==> src/design/key_detect_pkg.sv <==
// Purpose: shared constants and types for the headset key press detector
// Assumes: 250 MHz clock, AHB-Lite register access, 8-bit resistance codes
// Notes: all offsets except NO_REG_OFFSET are byte addresses of aligned 32-bit words
package key_detect_pkg;

  // clock and timing
  localparam int CLK_PERIOD_NS = 4;
  localparam int PRESS_DEBOUNCE_NS = 32000;
  localparam int RELEASE_DEBOUNCE_NS = 16000;
  localparam int CONV_TIME_NS = 1000;
  localparam int PRESS_DEBOUNCE_CYC = (PRESS_DEBOUNCE_NS + CLK_PERIOD_NS - 1) / CLK_PERIOD_NS;
  localparam int RELEASE_DEBOUNCE_CYC = (RELEASE_DEBOUNCE_NS + CLK_PERIOD_NS - 1) / CLK_PERIOD_NS;
  localparam int CONV_CYC = (CONV_TIME_NS + CLK_PERIOD_NS - 1) / CLK_PERIOD_NS;
  localparam int TIMER_W = 16;

  // register offsets
  localparam logic [7:0] SETTINGS_OFFSET = 8'h00;
  localparam logic [7:0] KEY_INT_OFFSET = 8'h04;
  localparam logic [7:0] THRESH_OFFSET = 8'h08;
  localparam logic [7:0] ADC_OUT_OFFSET = 8'h0C;
  localparam logic [7:0] STATUS_OFFSET = 8'h10;
  localparam logic [7:0] NO_REG_OFFSET = 8'hFF;

  // settings fields
  localparam int SET_ENABLE_BIT = 0;
  localparam int SET_RAW_BIT = 1;
  localparam int SET_TRIGGER_BIT = 2;

  // key interrupt fields
  localparam int KEYS = 4;
  localparam int INT_PRESS_LSB = 0;
  localparam int INT_RELEASE_LSB = 4;
  localparam int INT_CONV_BIT = 8;
  localparam int INT_W = 9;
  localparam logic [INT_W-1:0] INT_RESET = 9'h000;

  // threshold fields and reset values, one code step per 6 ohm
  localparam int THR1_LSB = 0;
  localparam int THR2_LSB = 8;
  localparam int THR3_LSB = 16;
  localparam int DETECT_LSB = 24;
  localparam int OHMS_PER_STEP = 6;
  localparam int THR1_OHMS = 96;
  localparam logic [7:0] THR1_RESET = 8'(THR1_OHMS / OHMS_PER_STEP);
  localparam logic [7:0] THR2_RESET = 8'h20;
  localparam logic [7:0] THR3_RESET = 8'h30;
  localparam logic [7:0] DETECT_RESET = 8'h60;

  // adc output codes
  localparam logic [7:0] ADC_CLEAR = 8'h00;
  localparam logic [7:0] ADC_MIN_CODE = 8'h01;

  // status fields
  localparam int STAT_STATE_LSB = 0;
  localparam int STAT_SLEEVE_BIT = 8;
  localparam int STAT_CFG_BIT = 9;
  localparam int STAT_KEY_LSB = 16;

  // ahb
  localparam logic [2:0] HSIZE_WORD = 3'b010;
  localparam logic [23:0] HADDR_HIGH_ZERO = 24'h00_0000;

  typedef enum logic [5:0] {
    ST_OFF = 6'b000001,
    ST_WAIT_PRESS = 6'b000010,
    ST_PRESS_DB = 6'b000100,
    ST_CONVERT = 6'b001000,
    ST_HELD = 6'b010000,
    ST_RELEASE_DB = 6'b100000
  } detect_state_e;

endpackage : key_detect_pkg

==> src/design/key_debounce_timer.sv <==
// Purpose: restartable cycle counter used for debounce and conversion time
// Assumes: clear is raised on every state change of the detector
// Notes: expired stays high until the next clear
`timescale 1ns/1ps
`default_nettype none
module key_debounce_timer
  import key_detect_pkg::*;
(
  input wire logic clk_in,
  input wire logic rst_n_in,
  input wire logic clear_in,
  input wire logic [TIMER_W-1:0] limit_in,
  output logic expired_out
);

  logic [TIMER_W-1:0] count;

  assign expired_out = (count == limit_in);

  always_ff @(posedge clk_in or negedge rst_n_in) begin
    if (!rst_n_in) begin
      count <= '0;
    end else if (clear_in) begin
      count <= '0;
    end else if (!expired_out) begin
      count <= count + 1'b1;
    end
  end

endmodule : key_debounce_timer
`default_nettype wire

==> src/design/headset_key_press_detector.sv <==
// Purpose: headset key press and release detection with raw adc mode
// Assumes: adc_code_in is the resistance code of the monitored mic contact
// Notes: registers over ahb-lite, zero wait states, always okay
`timescale 1ns/1ps
`default_nettype none
module headset_key_press_detector
  import key_detect_pkg::*;
#(
  parameter int unsigned PRESS_DB_CYCLES = PRESS_DEBOUNCE_CYC,
  parameter int unsigned RELEASE_DB_CYCLES = RELEASE_DEBOUNCE_CYC
) (
  input wire logic clk_in,
  input wire logic arst_n_in,
  input wire logic hsel_in,
  input wire logic [31:0] haddr_in,
  input wire logic [1:0] htrans_in,
  input wire logic hwrite_in,
  input wire logic [2:0] hsize_in,
  input wire logic [31:0] hwdata_in,
  input wire logic hready_in,
  output logic [31:0] hrdata_out,
  output logic hreadyout_out,
  output logic hresp_out,
  input wire logic [7:0] adc_code_in,
  input wire logic ring_to_mic_switch_in,
  input wire logic sleeve_to_mic_switch_in,
  input wire logic ring_to_ground_switch_in,
  input wire logic sleeve_to_ground_switch_in,
  input wire logic removal_event_in,
  output logic irq_out,
  output logic monitor_sleeve_out,
  output logic mic_config_ok_out
);

  function automatic logic [1:0] key_index(input logic [7:0] code, input logic [31:0] thr);
    if (code <= thr[THR1_LSB +: 8]) begin
      key_index = 2'd0;
    end else if (code <= thr[THR2_LSB +: 8]) begin
      key_index = 2'd1;
    end else if (code <= thr[THR3_LSB +: 8]) begin
      key_index = 2'd2;
    end else begin
      key_index = 2'd3;
    end
  endfunction : key_index

  function automatic logic [7:0] nonzero_code(input logic [7:0] code);
    nonzero_code = (code == ADC_CLEAR) ? ADC_MIN_CODE : code;
  endfunction : nonzero_code

  function automatic logic word_hit(input logic [7:0] word, input logic [7:0] offset);
    word_hit = (word == offset);
  endfunction : word_hit

  // reset release through two flops
  logic rst_meta;
  logic rst_n;

  always_ff @(posedge clk_in or negedge arst_n_in) begin
    if (!arst_n_in) begin
      rst_meta <= 1'b0;
      rst_n <= 1'b0;
    end else begin
      rst_meta <= 1'b1;
      rst_n <= rst_meta;
    end
  end

  // state
  detect_state_e state;
  detect_state_e next_state;
  logic enable;
  logic raw_mode;
  logic [31:0] thresh;
  logic [INT_W-1:0] key_int;
  logic [7:0] adc_out;
  logic [1:0] held_key;
  logic conv_manual;
  logic wr_pend;
  logic [7:0] wr_addr;

  logic next_enable;
  logic next_raw;
  logic [31:0] next_thresh;
  logic [INT_W-1:0] next_key_int;
  logic [7:0] next_adc;

  // bus decode
  wire addr_phase = hsel_in & hready_in & htrans_in[1];
  wire in_map = (haddr_in[31:8] == HADDR_HIGH_ZERO);
  wire [7:0] req_word = {haddr_in[7:2], 2'b00};
  wire rd_req = addr_phase & ~hwrite_in;
  // sub-word writes are dropped; only whole-word writes are supported
  wire wr_req = addr_phase & hwrite_in & (hsize_in == HSIZE_WORD);
  wire sel_settings = word_hit(req_word, SETTINGS_OFFSET);
  wire sel_key_int = word_hit(req_word, KEY_INT_OFFSET);
  wire sel_thresh = word_hit(req_word, THRESH_OFFSET);
  wire sel_adc = word_hit(req_word, ADC_OUT_OFFSET);
  wire sel_status = word_hit(req_word, STATUS_OFFSET);
  wire rd_int = rd_req & in_map & sel_key_int;
  wire wr_settings = wr_pend & word_hit(wr_addr, SETTINGS_OFFSET);
  wire wr_thresh = wr_pend & word_hit(wr_addr, THRESH_OFFSET);

  // settings effects
  wire disable_write = wr_settings & ~hwdata_in[SET_ENABLE_BIT];
  wire trigger = wr_settings & hwdata_in[SET_TRIGGER_BIT] & next_raw;

  assign next_enable = wr_settings ? hwdata_in[SET_ENABLE_BIT] : enable;
  // raw mode cannot outlive the enable bit
  assign next_raw = ~next_enable ? 1'b0 : (wr_settings ? hwdata_in[SET_RAW_BIT] : raw_mode);
  assign next_thresh = wr_thresh ? hwdata_in : thresh;

  // mic location from the switch matrix
  wire cfg_ring = ring_to_mic_switch_in & sleeve_to_ground_switch_in &
                  ~sleeve_to_mic_switch_in & ~ring_to_ground_switch_in;
  wire cfg_sleeve = sleeve_to_mic_switch_in & ring_to_ground_switch_in &
                    ~ring_to_mic_switch_in & ~sleeve_to_ground_switch_in;
  wire cfg_ok = cfg_ring | cfg_sleeve;

  // bias presence is the system's job; detection trusts the enable order
  wire detect_on = enable & mic_config_ok_out & ~removal_event_in;
  wire below = adc_code_in < thresh[DETECT_LSB +: 8];

  // timer shared by both debounce phases and the conversion
  logic timer_done;
  wire in_press_db = (state == ST_PRESS_DB);
  wire in_convert = (state == ST_CONVERT);
  wire in_held = (state == ST_HELD);
  wire in_release_db = (state == ST_RELEASE_DB);
  wire [TIMER_W-1:0] press_limit = TIMER_W'(PRESS_DB_CYCLES);
  wire [TIMER_W-1:0] release_limit = TIMER_W'(RELEASE_DB_CYCLES);
  wire [TIMER_W-1:0] conv_limit = TIMER_W'(CONV_CYC);
  wire timer_clear = (next_state != state);
  wire [TIMER_W-1:0] timer_limit =
    in_press_db ? press_limit : (in_release_db ? release_limit : conv_limit);

  key_debounce_timer timer_u (
    .clk_in(clk_in),
    .rst_n_in(rst_n),
    .clear_in(timer_clear),
    .limit_in(timer_limit),
    .expired_out(timer_done)
  );

  always_comb begin
    next_state = state;
    if (!detect_on || disable_write) begin
      next_state = ST_OFF;
    end else begin
      case (state)
        ST_OFF: begin
          next_state = ST_WAIT_PRESS;
        end
        ST_WAIT_PRESS: begin
          if (below) begin
            next_state = ST_PRESS_DB;
          end
        end
        ST_PRESS_DB: begin
          if (!below) begin
            next_state = ST_WAIT_PRESS;
          end else if (timer_done) begin
            next_state = ST_CONVERT;
          end
        end
        ST_CONVERT: begin
          if (timer_done) begin
            next_state = ST_HELD;
          end
        end
        ST_HELD: begin
          if (trigger) begin
            next_state = ST_CONVERT;
          end else if (!below) begin
            next_state = ST_RELEASE_DB;
          end
        end
        ST_RELEASE_DB: begin
          if (below) begin
            next_state = ST_HELD;
          end else if (timer_done) begin
            next_state = ST_WAIT_PRESS;
          end
        end
        default: begin
          next_state = ST_OFF;
        end
      endcase
    end
  end

  // detection events
  wire conv_end = in_convert & (next_state == ST_HELD);
  wire press_event = conv_end & ~conv_manual;
  wire release_event = in_release_db & (next_state == ST_WAIT_PRESS);
  wire manual_start = in_held & (next_state == ST_CONVERT);
  wire [1:0] pressed_key = raw_mode ? 2'd0 : key_index(adc_code_in, thresh);

  // set beats a read clear in the same cycle; disable and removal beat all
  always_comb begin
    next_key_int = rd_int ? INT_RESET : key_int;
    if (press_event) begin
      next_key_int[INT_RELEASE_LSB + int'(pressed_key)] = 1'b0;
      next_key_int[INT_PRESS_LSB + int'(pressed_key)] = 1'b1;
    end
    if (release_event) begin
      next_key_int[INT_RELEASE_LSB + int'(held_key)] = 1'b1;
    end
    if (conv_end && raw_mode) begin
      next_key_int[INT_CONV_BIT] = 1'b1;
    end
    if (disable_write || removal_event_in) begin
      next_key_int = INT_RESET;
    end
  end

  // raw adc result; a read leaves it alone
  always_comb begin
    next_adc = adc_out;
    if (conv_end && raw_mode) begin
      next_adc = nonzero_code(adc_code_in);
    end
    if (!next_raw || removal_event_in) begin
      next_adc = ADC_CLEAR;
    end
  end

  // read mux sees pending writes so write then read returns the new value
  wire [31:0] settings_word = (32'(next_enable) << SET_ENABLE_BIT) |
                              (32'(next_raw) << SET_RAW_BIT);
  wire [31:0] status_word = (32'(state) << STAT_STATE_LSB) |
                            (32'(monitor_sleeve_out) << STAT_SLEEVE_BIT) |
                            (32'(mic_config_ok_out) << STAT_CFG_BIT) |
                            (32'(held_key) << STAT_KEY_LSB);
  wire [31:0] key_int_word = 32'(key_int);
  wire [31:0] adc_word = 32'(adc_out);
  wire [31:0] rd_value =
    !in_map ? 32'h0000_0000 :
    sel_settings ? settings_word :
    sel_key_int ? key_int_word :
    sel_thresh ? next_thresh :
    sel_adc ? adc_word :
    sel_status ? status_word : 32'h0000_0000;

  always_ff @(posedge clk_in or negedge rst_n) begin
    if (!rst_n) begin
      wr_pend <= 1'b0;
      wr_addr <= NO_REG_OFFSET;
      hrdata_out <= 32'h0000_0000;
    end else begin
      wr_pend <= wr_req;
      wr_addr <= (wr_req && in_map) ? req_word : NO_REG_OFFSET;
      hrdata_out <= rd_req ? rd_value : 32'h0000_0000;
    end
  end

  // every access finishes at once, so the response flops never move
  always_ff @(posedge clk_in or negedge rst_n) begin
    if (!rst_n) begin
      hreadyout_out <= 1'b1;
      hresp_out <= 1'b0;
    end else begin
      hreadyout_out <= 1'b1;
      hresp_out <= 1'b0;
    end
  end

  always_ff @(posedge clk_in or negedge rst_n) begin
    if (!rst_n) begin
      enable <= 1'b0;
      raw_mode <= 1'b0;
      thresh <= {DETECT_RESET, THR3_RESET, THR2_RESET, THR1_RESET};
      key_int <= INT_RESET;
      adc_out <= ADC_CLEAR;
    end else begin
      enable <= next_enable;
      raw_mode <= next_raw;
      thresh <= next_thresh;
      key_int <= next_key_int;
      adc_out <= next_adc;
    end
  end

  always_ff @(posedge clk_in or negedge rst_n) begin
    if (!rst_n) begin
      irq_out <= 1'b0;
    end else begin
      irq_out <= |next_key_int;
    end
  end

  always_ff @(posedge clk_in or negedge rst_n) begin
    if (!rst_n) begin
      state <= ST_OFF;
      held_key <= 2'd0;
      conv_manual <= 1'b0;
    end else begin
      state <= next_state;
      if (press_event) begin
        held_key <= pressed_key;
      end
      if (manual_start) begin
        conv_manual <= 1'b1;
      end else if (in_press_db) begin
        conv_manual <= 1'b0;
      end
    end
  end

  // layout is registered so a switch change cannot glitch the outputs
  always_ff @(posedge clk_in or negedge rst_n) begin
    if (!rst_n) begin
      monitor_sleeve_out <= 1'b0;
      mic_config_ok_out <= 1'b0;
    end else begin
      monitor_sleeve_out <= cfg_sleeve;
      mic_config_ok_out <= cfg_ok;
    end
  end

endmodule : headset_key_press_detector
`default_nettype wire

==> config.mk <==
export PLATFORM = sky130hd
export DESIGN_NAME = headset_key_press_detector
export DESIGN_NICKNAME = d
export VERILOG_FILES = /design/src/design/key_detect_pkg.sv /design/src/design/key_debounce_timer.sv /design/src/design/headset_key_press_detector.sv
export SDC_FILE = /design/constraint.sdc
export NUM_CORES = 1
export LEC_CHECK = 0
export ABC_CLOCK_PERIOD_IN_PS = 5200
export BUFFER_PORTS_ARGS = -buffer_cell sky130_fd_sc_hd__buf_2
export CORE_UTILIZATION = 58
export CTS_BUF_LIST = sky130_fd_sc_hd__clkbuf_4 sky130_fd_sc_hd__clkbuf_8
export DETAILED_ROUTE_END_ITERATION = 8
export PLACE_DENSITY_LB_ADDON = 0.12
export SYNTH_ARGS = -nofsm -noshare
export SYNTH_HDL_FRONTEND = slang
export SYNTH_SLANG_ARGS = --single-unit
==> constraint.sdc <==
create_clock -name clk_in -period 5.2 [get_ports clk_in]
set_clock_uncertainty 0.2 [all_clocks]
set_input_delay 1.04 -clock clk_in [delete_from_list [all_inputs] [get_ports clk_in]]
set_output_delay 1.04 -clock clk_in [all_outputs]
set_load 0.01 [all_outputs]
==> impl_metrics.tcl, run 1 <==
set metrics [dict create \
    cp-start-kind "flip-flop" \
    clockRootBuffer "clkbuf_8" \
    rsz0062_at_grt "no" \
    synth-xor-area-share_pct 2.46 \
    synthesis.area_um2 6400 \
    p_seq_share_pct 48.9 \
    cp-end-kind "flip-flop" \
    synth_edf_count 0 \
    syn2layout_area_growth_pct 17.7 \
    netlist_top_cells_count "nand2_1, dfrtp_1, a21oi_1" \
    cts_made_buffers 17 \
    ys_warn_count 0 \
    grt_pass1_vias 5788 \
    routed-via-count 5609 \
    place_congestion 0.904 \
    avgSynthCellArea_um2 9.55 \
    hpwl_um 12400 \
    synthTopCellsByArea "dfrtp_1, nand2_1, ha_1, dfstp_2, a21oi_1" \
    async_reset_ff_share_pct 100 \
    powerDensity_nw_per_um2 275 \
    maxCapViolations 0 \
    muxShareOfSynthArea_pct 1.15 \
    rows 37 \
    drt_iter0_markers 392 \
    final_nets 910 \
    synth.most_common_cell "nand2_1" \
    pwr-share-comb_pct 7.6 \
    ys.flop_type "dfrtp_1" \
    fin_cells 939 \
    cts_tree "built" \
    slew_headroom_pct 28.0 \
    htreeDepth 4 \
    worstMarginPinSlew_ns 1.07 \
    drive_gt1_share_pct 24.5 \
    grt_use_total_pct 32.3 \
    cts_resized 0 \
    p_leak_nw 3.78 \
    worstPathArrival_ns 3.86 \
    criticalPathCategory "reg2reg" \
    yosys.area.top_type "dfrtp_1" \
    yosys.area_share.simple_pct 24.3 \
    die_x_um 107 \
    crit_required_ns 5.35 \
    start_util_pct 60.9 \
    overflow 0 \
    synth_compound_area_share_pct 13.8 \
    final_antenna_net_count 0 \
    fin_crit_ns 3.71 \
    synthAdderAreaFrac_pct 6.26 \
    core_area_um2 10500 \
    final_hold_viol_count 0 \
    ys_types 68 \
    cts_hold_buffers 0 \
    p_sw_w 0.000503 \
    chipHeight_um 107 \
    via_per_inst 5.97 \
    wirelength_um 17000 \
    antennaDiodeCount 0 \
    slew_viol_final 0 \
    clkTransAtPathRegs_ns 0.08 \
    clockPowerShare_pct 43.5 \
    outcome "finished, final reports clean" \
    placed_cells 908 \
    cts_sinks 121 \
    ys_seq_area_share_pct 47.6 \
    post-route-period-util_pct 71.4 \
    post-cts-setup-buffers 0 \
    clockBufferDepth 2 \
    drcViolationCount 0 \
    numPortBuffers 118 \
    cp_max_fo 16 \
    io_pins 124 \
    grt_pass1_wl_um 28200 \
    switching_share_pct 24.3 \
    fmax_mhz 269 \
    synth_top_family_by_area "simple AND/OR/NAND/NOR gates" \
    clock_latency_ns 0.46 \
    antenna_found_initial 0 \
    wire_per_inst_um 18.1 \
    synth_cells 670 \
    grt_max_degree 72 \
    power.internal_w 0.00157 \
    synth_top_cell_area_share_pct 41.9 \
    fin_tns_setup_ns 0 \
    finalSetupViolCount 0 \
    dr.pass1.iters 9 \
    ir_drop_mv 0.293 \
    hold_path.class "reg2reg" \
    die-area_um2 11500 \
    synth_seq_cells 121 \
]
-- state kept, by name, summed over array words and instances, names as in the netlist, 2 cells and up --
signal         flops
adc_out            8
timer_u.count     16
hrdata_out        32
wr_addr            7
key_int            9
state              6
thresh            32
held_key           2
-- worst paths after layout --
| path | endpoint | cells after the start | slack [ns] | start |
|---|---|---|---|---|
| setup / recovery | timer_u.count[4] | 9 | 1.49 | state[2] |
| hold / removal | rst_n | 0 | 0.16 | rst_meta |
| setup reg to reg | timer_u.count[4] | 9 | 1.49 | state[2] |
| hold reg to reg | rst_n | 0 | 0.16 | rst_meta |
| max in group asynchronous | hrdata_out[7] | 1 | 3.41 | rst_n |
| min in group asynchronous | rst_n | 1 | 0.17 | arst_n_in |
-- cells by family (layout without fill, tap and decap cells) --
kind of cell	after synthesis	after routing
and+or+nand+nor	294	294
AOI/OAI and AO/OA	129	129
DFF	121	121
buffers and inverters	67	199
adders and majority gates	32	32
xor gates and xnor gates	18	18
muxes	7	7
other	2	3
-- power groups by stage --
stage	Combinational (W)	Sequential, W	Clock, W
floorplan	0.0000886	0.00102	0
global placement	0.000147	0.00103	0
detailed placement	0.000155	0.00103	0
CTS	0.000157	0.00101	0.000910
global route	0.000180	0.00102	0.000953
finish	0.000157	0.00101	0.000901
-- routing by layer --
metal | global-route usage, % | vias to the layer above | part of all wire, %
met1 | 41.9 | 2701 | 42
li1 | - | 2640 | -
met3 | 8.51 | 30 | 7.7
met4 | 12.9 | 0 | 2.3
met5 | 0 | - | 0
met2 | 51.6 | 238 | 48
-- stage by stage --
step / total power, W / cell area [um2] / hold WS [ns] / utilization (%) / setup slack, ns
finish: 0.00207 / 7530 / 0.160 / 71.7 / 1.49
global route: 0.00215 / 7530 / 0.147 / 71.7 / 1.25
CTS: 0.00208 / 7530 / 0.150 / 71.7 / 1.47
detailed placement: 0.00118 / 7110 / 0.149 / 67.6 / 1.21
global placement: 0.00117 / 7110 / 0.136 / 67.6 / 1.31
floorplan: 0.00111 / 6400 / 0.131 / - / 1.40
-- worst max-delay path: stages (launching register included) --
cell	delay, ns
dfrtp_1	0.52
or4_1	0.62
nor3b_2	0.28
a211oi_1	0.11
nor3_4	0.29
inv_2	0.19
or3_4	0.43
o31ai_4	0.22
o2111ai_4	0.36
nor4_1	0.40
-- layout by cell type (no fill, tap or decap), types with 6 or more instances in the layout --
| master | Yosys | routed |
|---|---|---|
| xnor2_1 | 14 | 14 |
| a21o_1 | 6 | 6 |
| buf_2 | 6 | 118 |
| dfrtp_1 | 107 | 106 |
| nor3_1 | 16 | 16 |
| nand3_1 | 18 | 18 |
| dfstp_2 | 14 | 14 |
| or4_1 | 6 | 6 |
| a22o_1 | 8 | 8 |
| nand2b_1 | 13 | 13 |
| nor4_2 | 10 | 10 |
| nor2_1 | 39 | 39 |
| nor4_1 | 21 | 21 |
| inv_1 | 41 | 41 |
| nand2_1 | 119 | 119 |
| nand4_1 | 10 | 10 |
| o21ai_0 | 16 | 16 |
| buf_4 | 2 | 8 |
| clkbuf_8 | 0 | 21 |
| ha_1 | 32 | 32 |
| and4_1 | 6 | 6 |
| a21oi_1 | 49 | 49 |
| and3_1 | 6 | 6 |
-- area by class of cell --
type	instances	area, um2
inverter	42	158
sequential	121	3050
tap	136	170
fill	813	2980
clock buffer	23	304
clock inverter	8	118
multi-input combinational	483	3080
timing repair buffer	126	651
Note: power is estimated with default switching activity, not from simulation.
==> inputs of run 2 (changes only) <==
--- a/config.mk
+++ b/config.mk
@@ -5,7 +5,7 @@
 export SDC_FILE = /design/constraint.sdc
 export NUM_CORES = 1
 export LEC_CHECK = 0
-export ABC_CLOCK_PERIOD_IN_PS = 5200
+export ABC_CLOCK_PERIOD_IN_PS = 3750
 export BUFFER_PORTS_ARGS = -buffer_cell sky130_fd_sc_hd__buf_2
 export CORE_UTILIZATION = 58
 export CTS_BUF_LIST = sky130_fd_sc_hd__clkbuf_4 sky130_fd_sc_hd__clkbuf_8
==> constraint.sdc (replaced) <==
create_clock -name clk_in -period 3.75 [get_ports clk_in]
set_clock_uncertainty 0.2 [all_clocks]
set_input_delay 0.75 -clock clk_in [delete_from_list [all_inputs] [get_ports clk_in]]
set_output_delay 0.75 -clock clk_in [all_outputs]
set_load 0.01 [all_outputs]
==> run 2 against run 1 <==
Against the previous run: critical path type unchanged; sequential cell count stayed put; power is 40% higher; die area stayed put; wire length is 0.12% lower; global-route usage is 0.34 points lower; sequential power is 39% higher; final area is 2.4% higher; via count is 1.2% higher; combinational power is 45% higher; critical path depth stayed put; clock-buffer cell count is 1 lower.
==> impl_metrics.tcl, run 2 (same netlist as run 1, synthesis figures left out) <==
set metrics [dict create \
    outcome "finished, final reports clean" \
    fin_crit_ns 3.55 \
    hpwl_um 12600 \
    clock_latency_ns 0.44 \
    dr_wl_met3_um 1150 \
    fin_total_pwr_w 0.00290 \
    clkTransAtPathRegs_ns 0.07 \
    final_common_cell "nand2_1" \
    fin_cells 959 \
    core_area_um2 10500 \
    slew_headroom_pct 32.2 \
    p_leak_nw 3.89 \
    final_antenna_net_count 0 \
    die-area_um2 11500 \
    die_x_um 107 \
    antennaDiodeCount 0 \
    cts_sinks 121 \
    hold_path.class "reg2async" \
    cts_made_buffers 17 \
    fmax_mhz 282 \
    top_regs "hrdata_out: 32 flops, thresh: 32 flops, timer_u.count: 16 flops" \
    htreeDepth 4 \
    wl_met1_um 7250 \
    layout_setup_ws_ns 0.202 \
    path_delay_family "simple AND/OR/NAND/NOR gates" \
    grt_pass1_vias 5707 \
    final_nets 930 \
    slew_viol_final 0 \
    criticalPathCategory "reg2reg" \
    final_hold_viol_count 0 \
    cp-end-kind "flip-flop" \
    grt_max_degree 50 \
    pre_cts_ws_ns 0.0726 \
    drcViolationCount 0 \
    routed-via-count 5678 \
    numPortBuffers 118 \
    grt_use_total_pct 32.0 \
    slowest_stage "or4b_1" \
    cts_tree "built" \
    worstMarginPinSlew_ns 1.01 \
    worstPathArrival_ns 3.68 \
    design_area_um2 7710 \
    max_stage_delay_ns 0.56 \
    io_pins 124 \
    cp_cell_sequence "or4b_1, a2111oi_1, nor2_1, or3_1, a21oi_1, xnor2_1, o2111ai_4, buf_12, nor4_1" \
    rows 37 \
    via_per_inst 5.92 \
    dr_wl_met2_um 8290 \
    crit_required_ns 3.88 \
    overflow 0 \
    ir_drop_mv 0.433 \
    grt_pass1_wl_um 27900 \
    powerDensity_nw_per_um2 377 \
    wire_per_inst_um 17.7 \
    drt_iter0_markers 412 \
    crit_buf_inv 1 \
    drive_gt1_share_pct 26.4 \
    multiInputGateArea_um2 3080 \
    antenna_found_initial 0 \
    seq_area_um2 3050 \
    clockBufferDepth 2 \
    chipHeight_um 107 \
    post-route-period-util_pct 94.6 \
    fillCellCount 790 \
    clockRootBuffer "clkbuf_8" \
    wirelength_um 17000 \
    finalSetupViolCount 0 \
    top_layer "met4" \
    maxCapViolations 0 \
    place_congestion 0.872 \
    placed_cell_area_um2 7240 \
    final_cell_mix "nand2_1, buf_2, dfrtp_1" \
    dr.pass1.iters 5 \
    syn2layout_area_growth_pct 20.5 \
    start_util_pct 60.9 \
    placed_cells 926 \
    cp-start-kind "flip-flop" \
    cp_max_fo 16 \
]
==> run 2: cell types whose count changed in the layout (fill, tap and decap cells not counted), sizes merged <==
cell	before	now
clkbuf	23	22
dlygate4sd3	0	1
buf	126	145
bufinv	3	4
==> run 2: per-stage QoR <==
step                      TNS [ns]  utilization [%]  hold slack, ns
final                            0             73.3           0.140
after CTS                        0             73.1           0.172
after global routing       -0.0326             73.3           0.181
after detailed placement         0             68.9           0.152
after floorplan                  0                -           0.131
after global placement           0             68.9           0.137
==> run 2: final timing paths <==
path                       depth (start not counted)          endpoint  slack (ns)        startpoint
max in group asynchronous                          1        wr_addr[2]        2.28             rst_n
setup reg to reg                                   9  timer_u.count[1]        0.20  timer_u.count[9]
hold / removal                                     0    hrdata_out[26]        0.14             rst_n
hold reg to reg                                    0    hrdata_out[26]        0.14             rst_n
min in group clk_in                                0             rst_n        0.18          rst_meta
setup / recovery                                   9  timer_u.count[1]        0.20  timer_u.count[9]
==> run 2: final cells by class <==
class,count,area share [%]
clock buffers,22,3.69
clock inverters,9,1.92
inverters,42,2.05
multi-input cells,483,40.0
flip-flops and latches,121,39.6
well taps,136,2.21
repair buffers,146,10.6
==> run 2: metal layers <==
layer	up-vias	global-route usage (%)
met4	0	9.69
met2	216	51.8
met3	26	8.15
met1	2764	42.4
li1	2672	-
met5	-	0
==> run 2: power by group <==
part / switching, W / leakage (nW) / total [W] / internal (W)
combinational: 0.000123 / 2.19 / 0.000228 / 0.000105
clock: 0.000503 / 0.223 / 0.00128 / 0.000773
sequential: 0.0000596 / 1.48 / 0.00140 / 0.00134
==> run 2: worst register-to-register path: cells and delay by family (launching register included) <==
family / cells / cell delay [ns]
AOI/OAI and AO/OA: 3 / 0.88
and+or+nand+nor: 4 / 1.52
DFF: 1 / 0.43
xor gates and xnor gates: 1 / 0.22
buffers and inverters: 1 / 0.20
==> run 2: what timing repair did <==
item,CTS,global route
hold endpoints to repair,2,0
hold buffers,1,0
resized for setup,0,2
setup endpoints to repair,0,15
buffers inserted,0,1
==> inputs of run 3 (changes only) <==
--- a/config.mk
+++ b/config.mk
@@ -8,7 +8,7 @@
 export ABC_CLOCK_PERIOD_IN_PS = 3750
 export BUFFER_PORTS_ARGS = -buffer_cell sky130_fd_sc_hd__buf_2
 export CORE_UTILIZATION = 58
-export CTS_BUF_LIST = sky130_fd_sc_hd__clkbuf_4 sky130_fd_sc_hd__clkbuf_8
+export CTS_BUF_LIST = sky130_fd_sc_hd__clkbuf_4
 export DETAILED_ROUTE_END_ITERATION = 8
 export PLACE_DENSITY_LB_ADDON = 0.12
 export SYNTH_ARGS = -nofsm -noshare
==> run 3 against run 2 <==
Against the previous run: utilization is 1.2 points lower; wire length down 1.2%; final area fell by 1.6%; combinational power barely moved; fmax about the same; clock power fell by 21%; die area did not move; sequential power about the same.
==> impl_metrics.tcl, run 3 (same netlist as run 1, synthesis figures left out) <==
set metrics [dict create \
    outcome "finished, final reports clean" \
    cp_cell_sequence "or4_1, nor3b_2, a211oi_1, nor3_4, inv_2, buf_4, a21oi_1, xnor2_1, o2111ai_4, buf_12, nor4_1" \
    syn2layout_area_growth_pct 18.5 \
    clkTransAtPathRegs_ns 0.10 \
    final_common_cell "nand2_1" \
    hold_path.class "reg2async" \
    dr.pass1.iters 5 \
    grt_pass1_vias 5722 \
    fin_crit_ns 3.55 \
    clockRootBuffer "clkbuf_4" \
    worstMarginPinSlew_ns 1.00 \
    grt_use_total_pct 31.7 \
    htreeDepth 4 \
    placed_cell_area_um2 7240 \
    slowest_stage "dfrtp_1" \
    grt_max_degree 50 \
    routed-via-count 5589 \
    antenna_found_initial 1 \
    layout_setup_ws_ns 0.204 \
    cp-end-kind "flip-flop" \
    fin_cells 960 \
    seq_area_um2 3050 \
    cp_max_fo 16 \
    maxCapViolations 0 \
    criticalPathCategory "reg2reg" \
    crit_required_ns 3.97 \
    grt_pass1_wl_um 27700 \
    rows 37 \
    core_area_um2 10500 \
    drt_iter0_markers 456 \
    numPortBuffers 118 \
    die-area_um2 11500 \
    hpwl_um 12600 \
    wire_per_inst_um 17.5 \
    fillCellCount 816 \
    cts_sinks 121 \
    pre_cts_ws_ns 0.0726 \
    wirelength_um 16800 \
    drive_gt1_share_pct 26.0 \
    final_antenna_net_count 0 \
    final_cell_mix "nand2_1, buf_2, dfrtp_1" \
    p_leak_nw 3.84 \
    cp-start-kind "flip-flop" \
    design_area_um2 7580 \
    max_stage_delay_ns 0.55 \
    overflow 0 \
    post-route-period-util_pct 94.6 \
    chipHeight_um 107 \
    worstPathArrival_ns 3.77 \
    worstReg2RegEnd "timer_u.count[5]" \
    crit_buf_inv 3 \
    finalSetupViolCount 0 \
    drcViolationCount 0 \
    io_pins 124 \
    path_delay_family "simple AND/OR/NAND/NOR gates" \
    clockBufferDepth 2 \
    multiInputGateArea_um2 3080 \
    cts_made_buffers 17 \
    r2r_start "state[5]" \
    ir_drop_mv 0.344 \
    via_per_inst 5.82 \
    placed_cells 926 \
    start_util_pct 60.9 \
    cts_tree "built" \
    die_x_um 107 \
    top_regs "hrdata_out: 32 flops, thresh: 32 flops, timer_u.count: 16 flops" \
    slew_headroom_pct 32.7 \
    final_hold_viol_count 0 \
    rrSetupSlack_ns 0.20 \
    fmax_mhz 282 \
    powerDensity_nw_per_um2 347 \
    final_nets 930 \
    place_congestion 0.872 \
    clock_latency_ns 0.53 \
    slew_viol_final 0 \
    worst-r2r-cell-count 11 \
]
==> run 3: cell type report <==
| class | instances | area share, % |
|---|---|---|
| antenna | 1 | 0.0330 |
| sequential | 121 | 40.2 |
| tap | 136 | 2.24 |
| inverter | 42 | 2.08 |
| timing repair buffer | 146 | 10.8 |
| clock inverter | 11 | 2.05 |
| clock buffer | 20 | 1.98 |
| multi-input combinational | 483 | 40.6 |
==> run 3: worst max-delay path by stage <==
stage | from | endpoint | cells past startpoint
6_report | state[5] | timer_u.count[5] | 11
5_1_grt | timer_u.count[9] | timer_u.count[1] | 9
4_1_cts | state[5] | timer_u.count[1] | 10
2_1_floorplan | adc_code_in[1] | timer_u.count[10] | 10
3_3_place_gp | adc_code_in[1] | timer_u.count[6] | 10
3_5_place_dp | adc_code_in[2] | timer_u.count[1] | 10
==> run 3: per-stage QoR <==
step | setup TNS [ns] | hold slack [ns] | power, W | util, %
final | 0 | 0.147 | 0.00263 | 72.2
after global routing | -0.00252 | 0.165 | 0.00274 | 72.2
after CTS | 0 | 0.171 | 0.00265 | 71.9
after detailed placement | 0 | 0.152 | 0.00165 | 68.9
after global placement | 0 | 0.137 | 0.00163 | 68.9
after floorplan | 0 | 0.131 | 0.00154 | -
==> run 3: report_power, final <==
part           total [W]  switching [W]  internal [W]
combinational   0.000228       0.000123      0.000105
sequential       0.00140      0.0000595       0.00134
clock            0.00101       0.000467      0.000539
total            0.00263       0.000649       0.00198
==> run 3: per-layer routing <==
layer	part of all wire [%]	global-route usage [%]	wire (um)
met1	45	41.8	7500
met5	0	0	0
met4	1.9	10.8	314
met2	48	51.2	8050
met3	5.4	7.78	908
==> run 3: what timing repair did <==
action / 4_1_cts / 5_1_grt
buffers inserted: 0 / 1
setup endpoints to repair: 0 / 15
gates resized for setup: 0 / 1
hold endpoints to repair: 2 / 0
hold buffers: 1 / 0
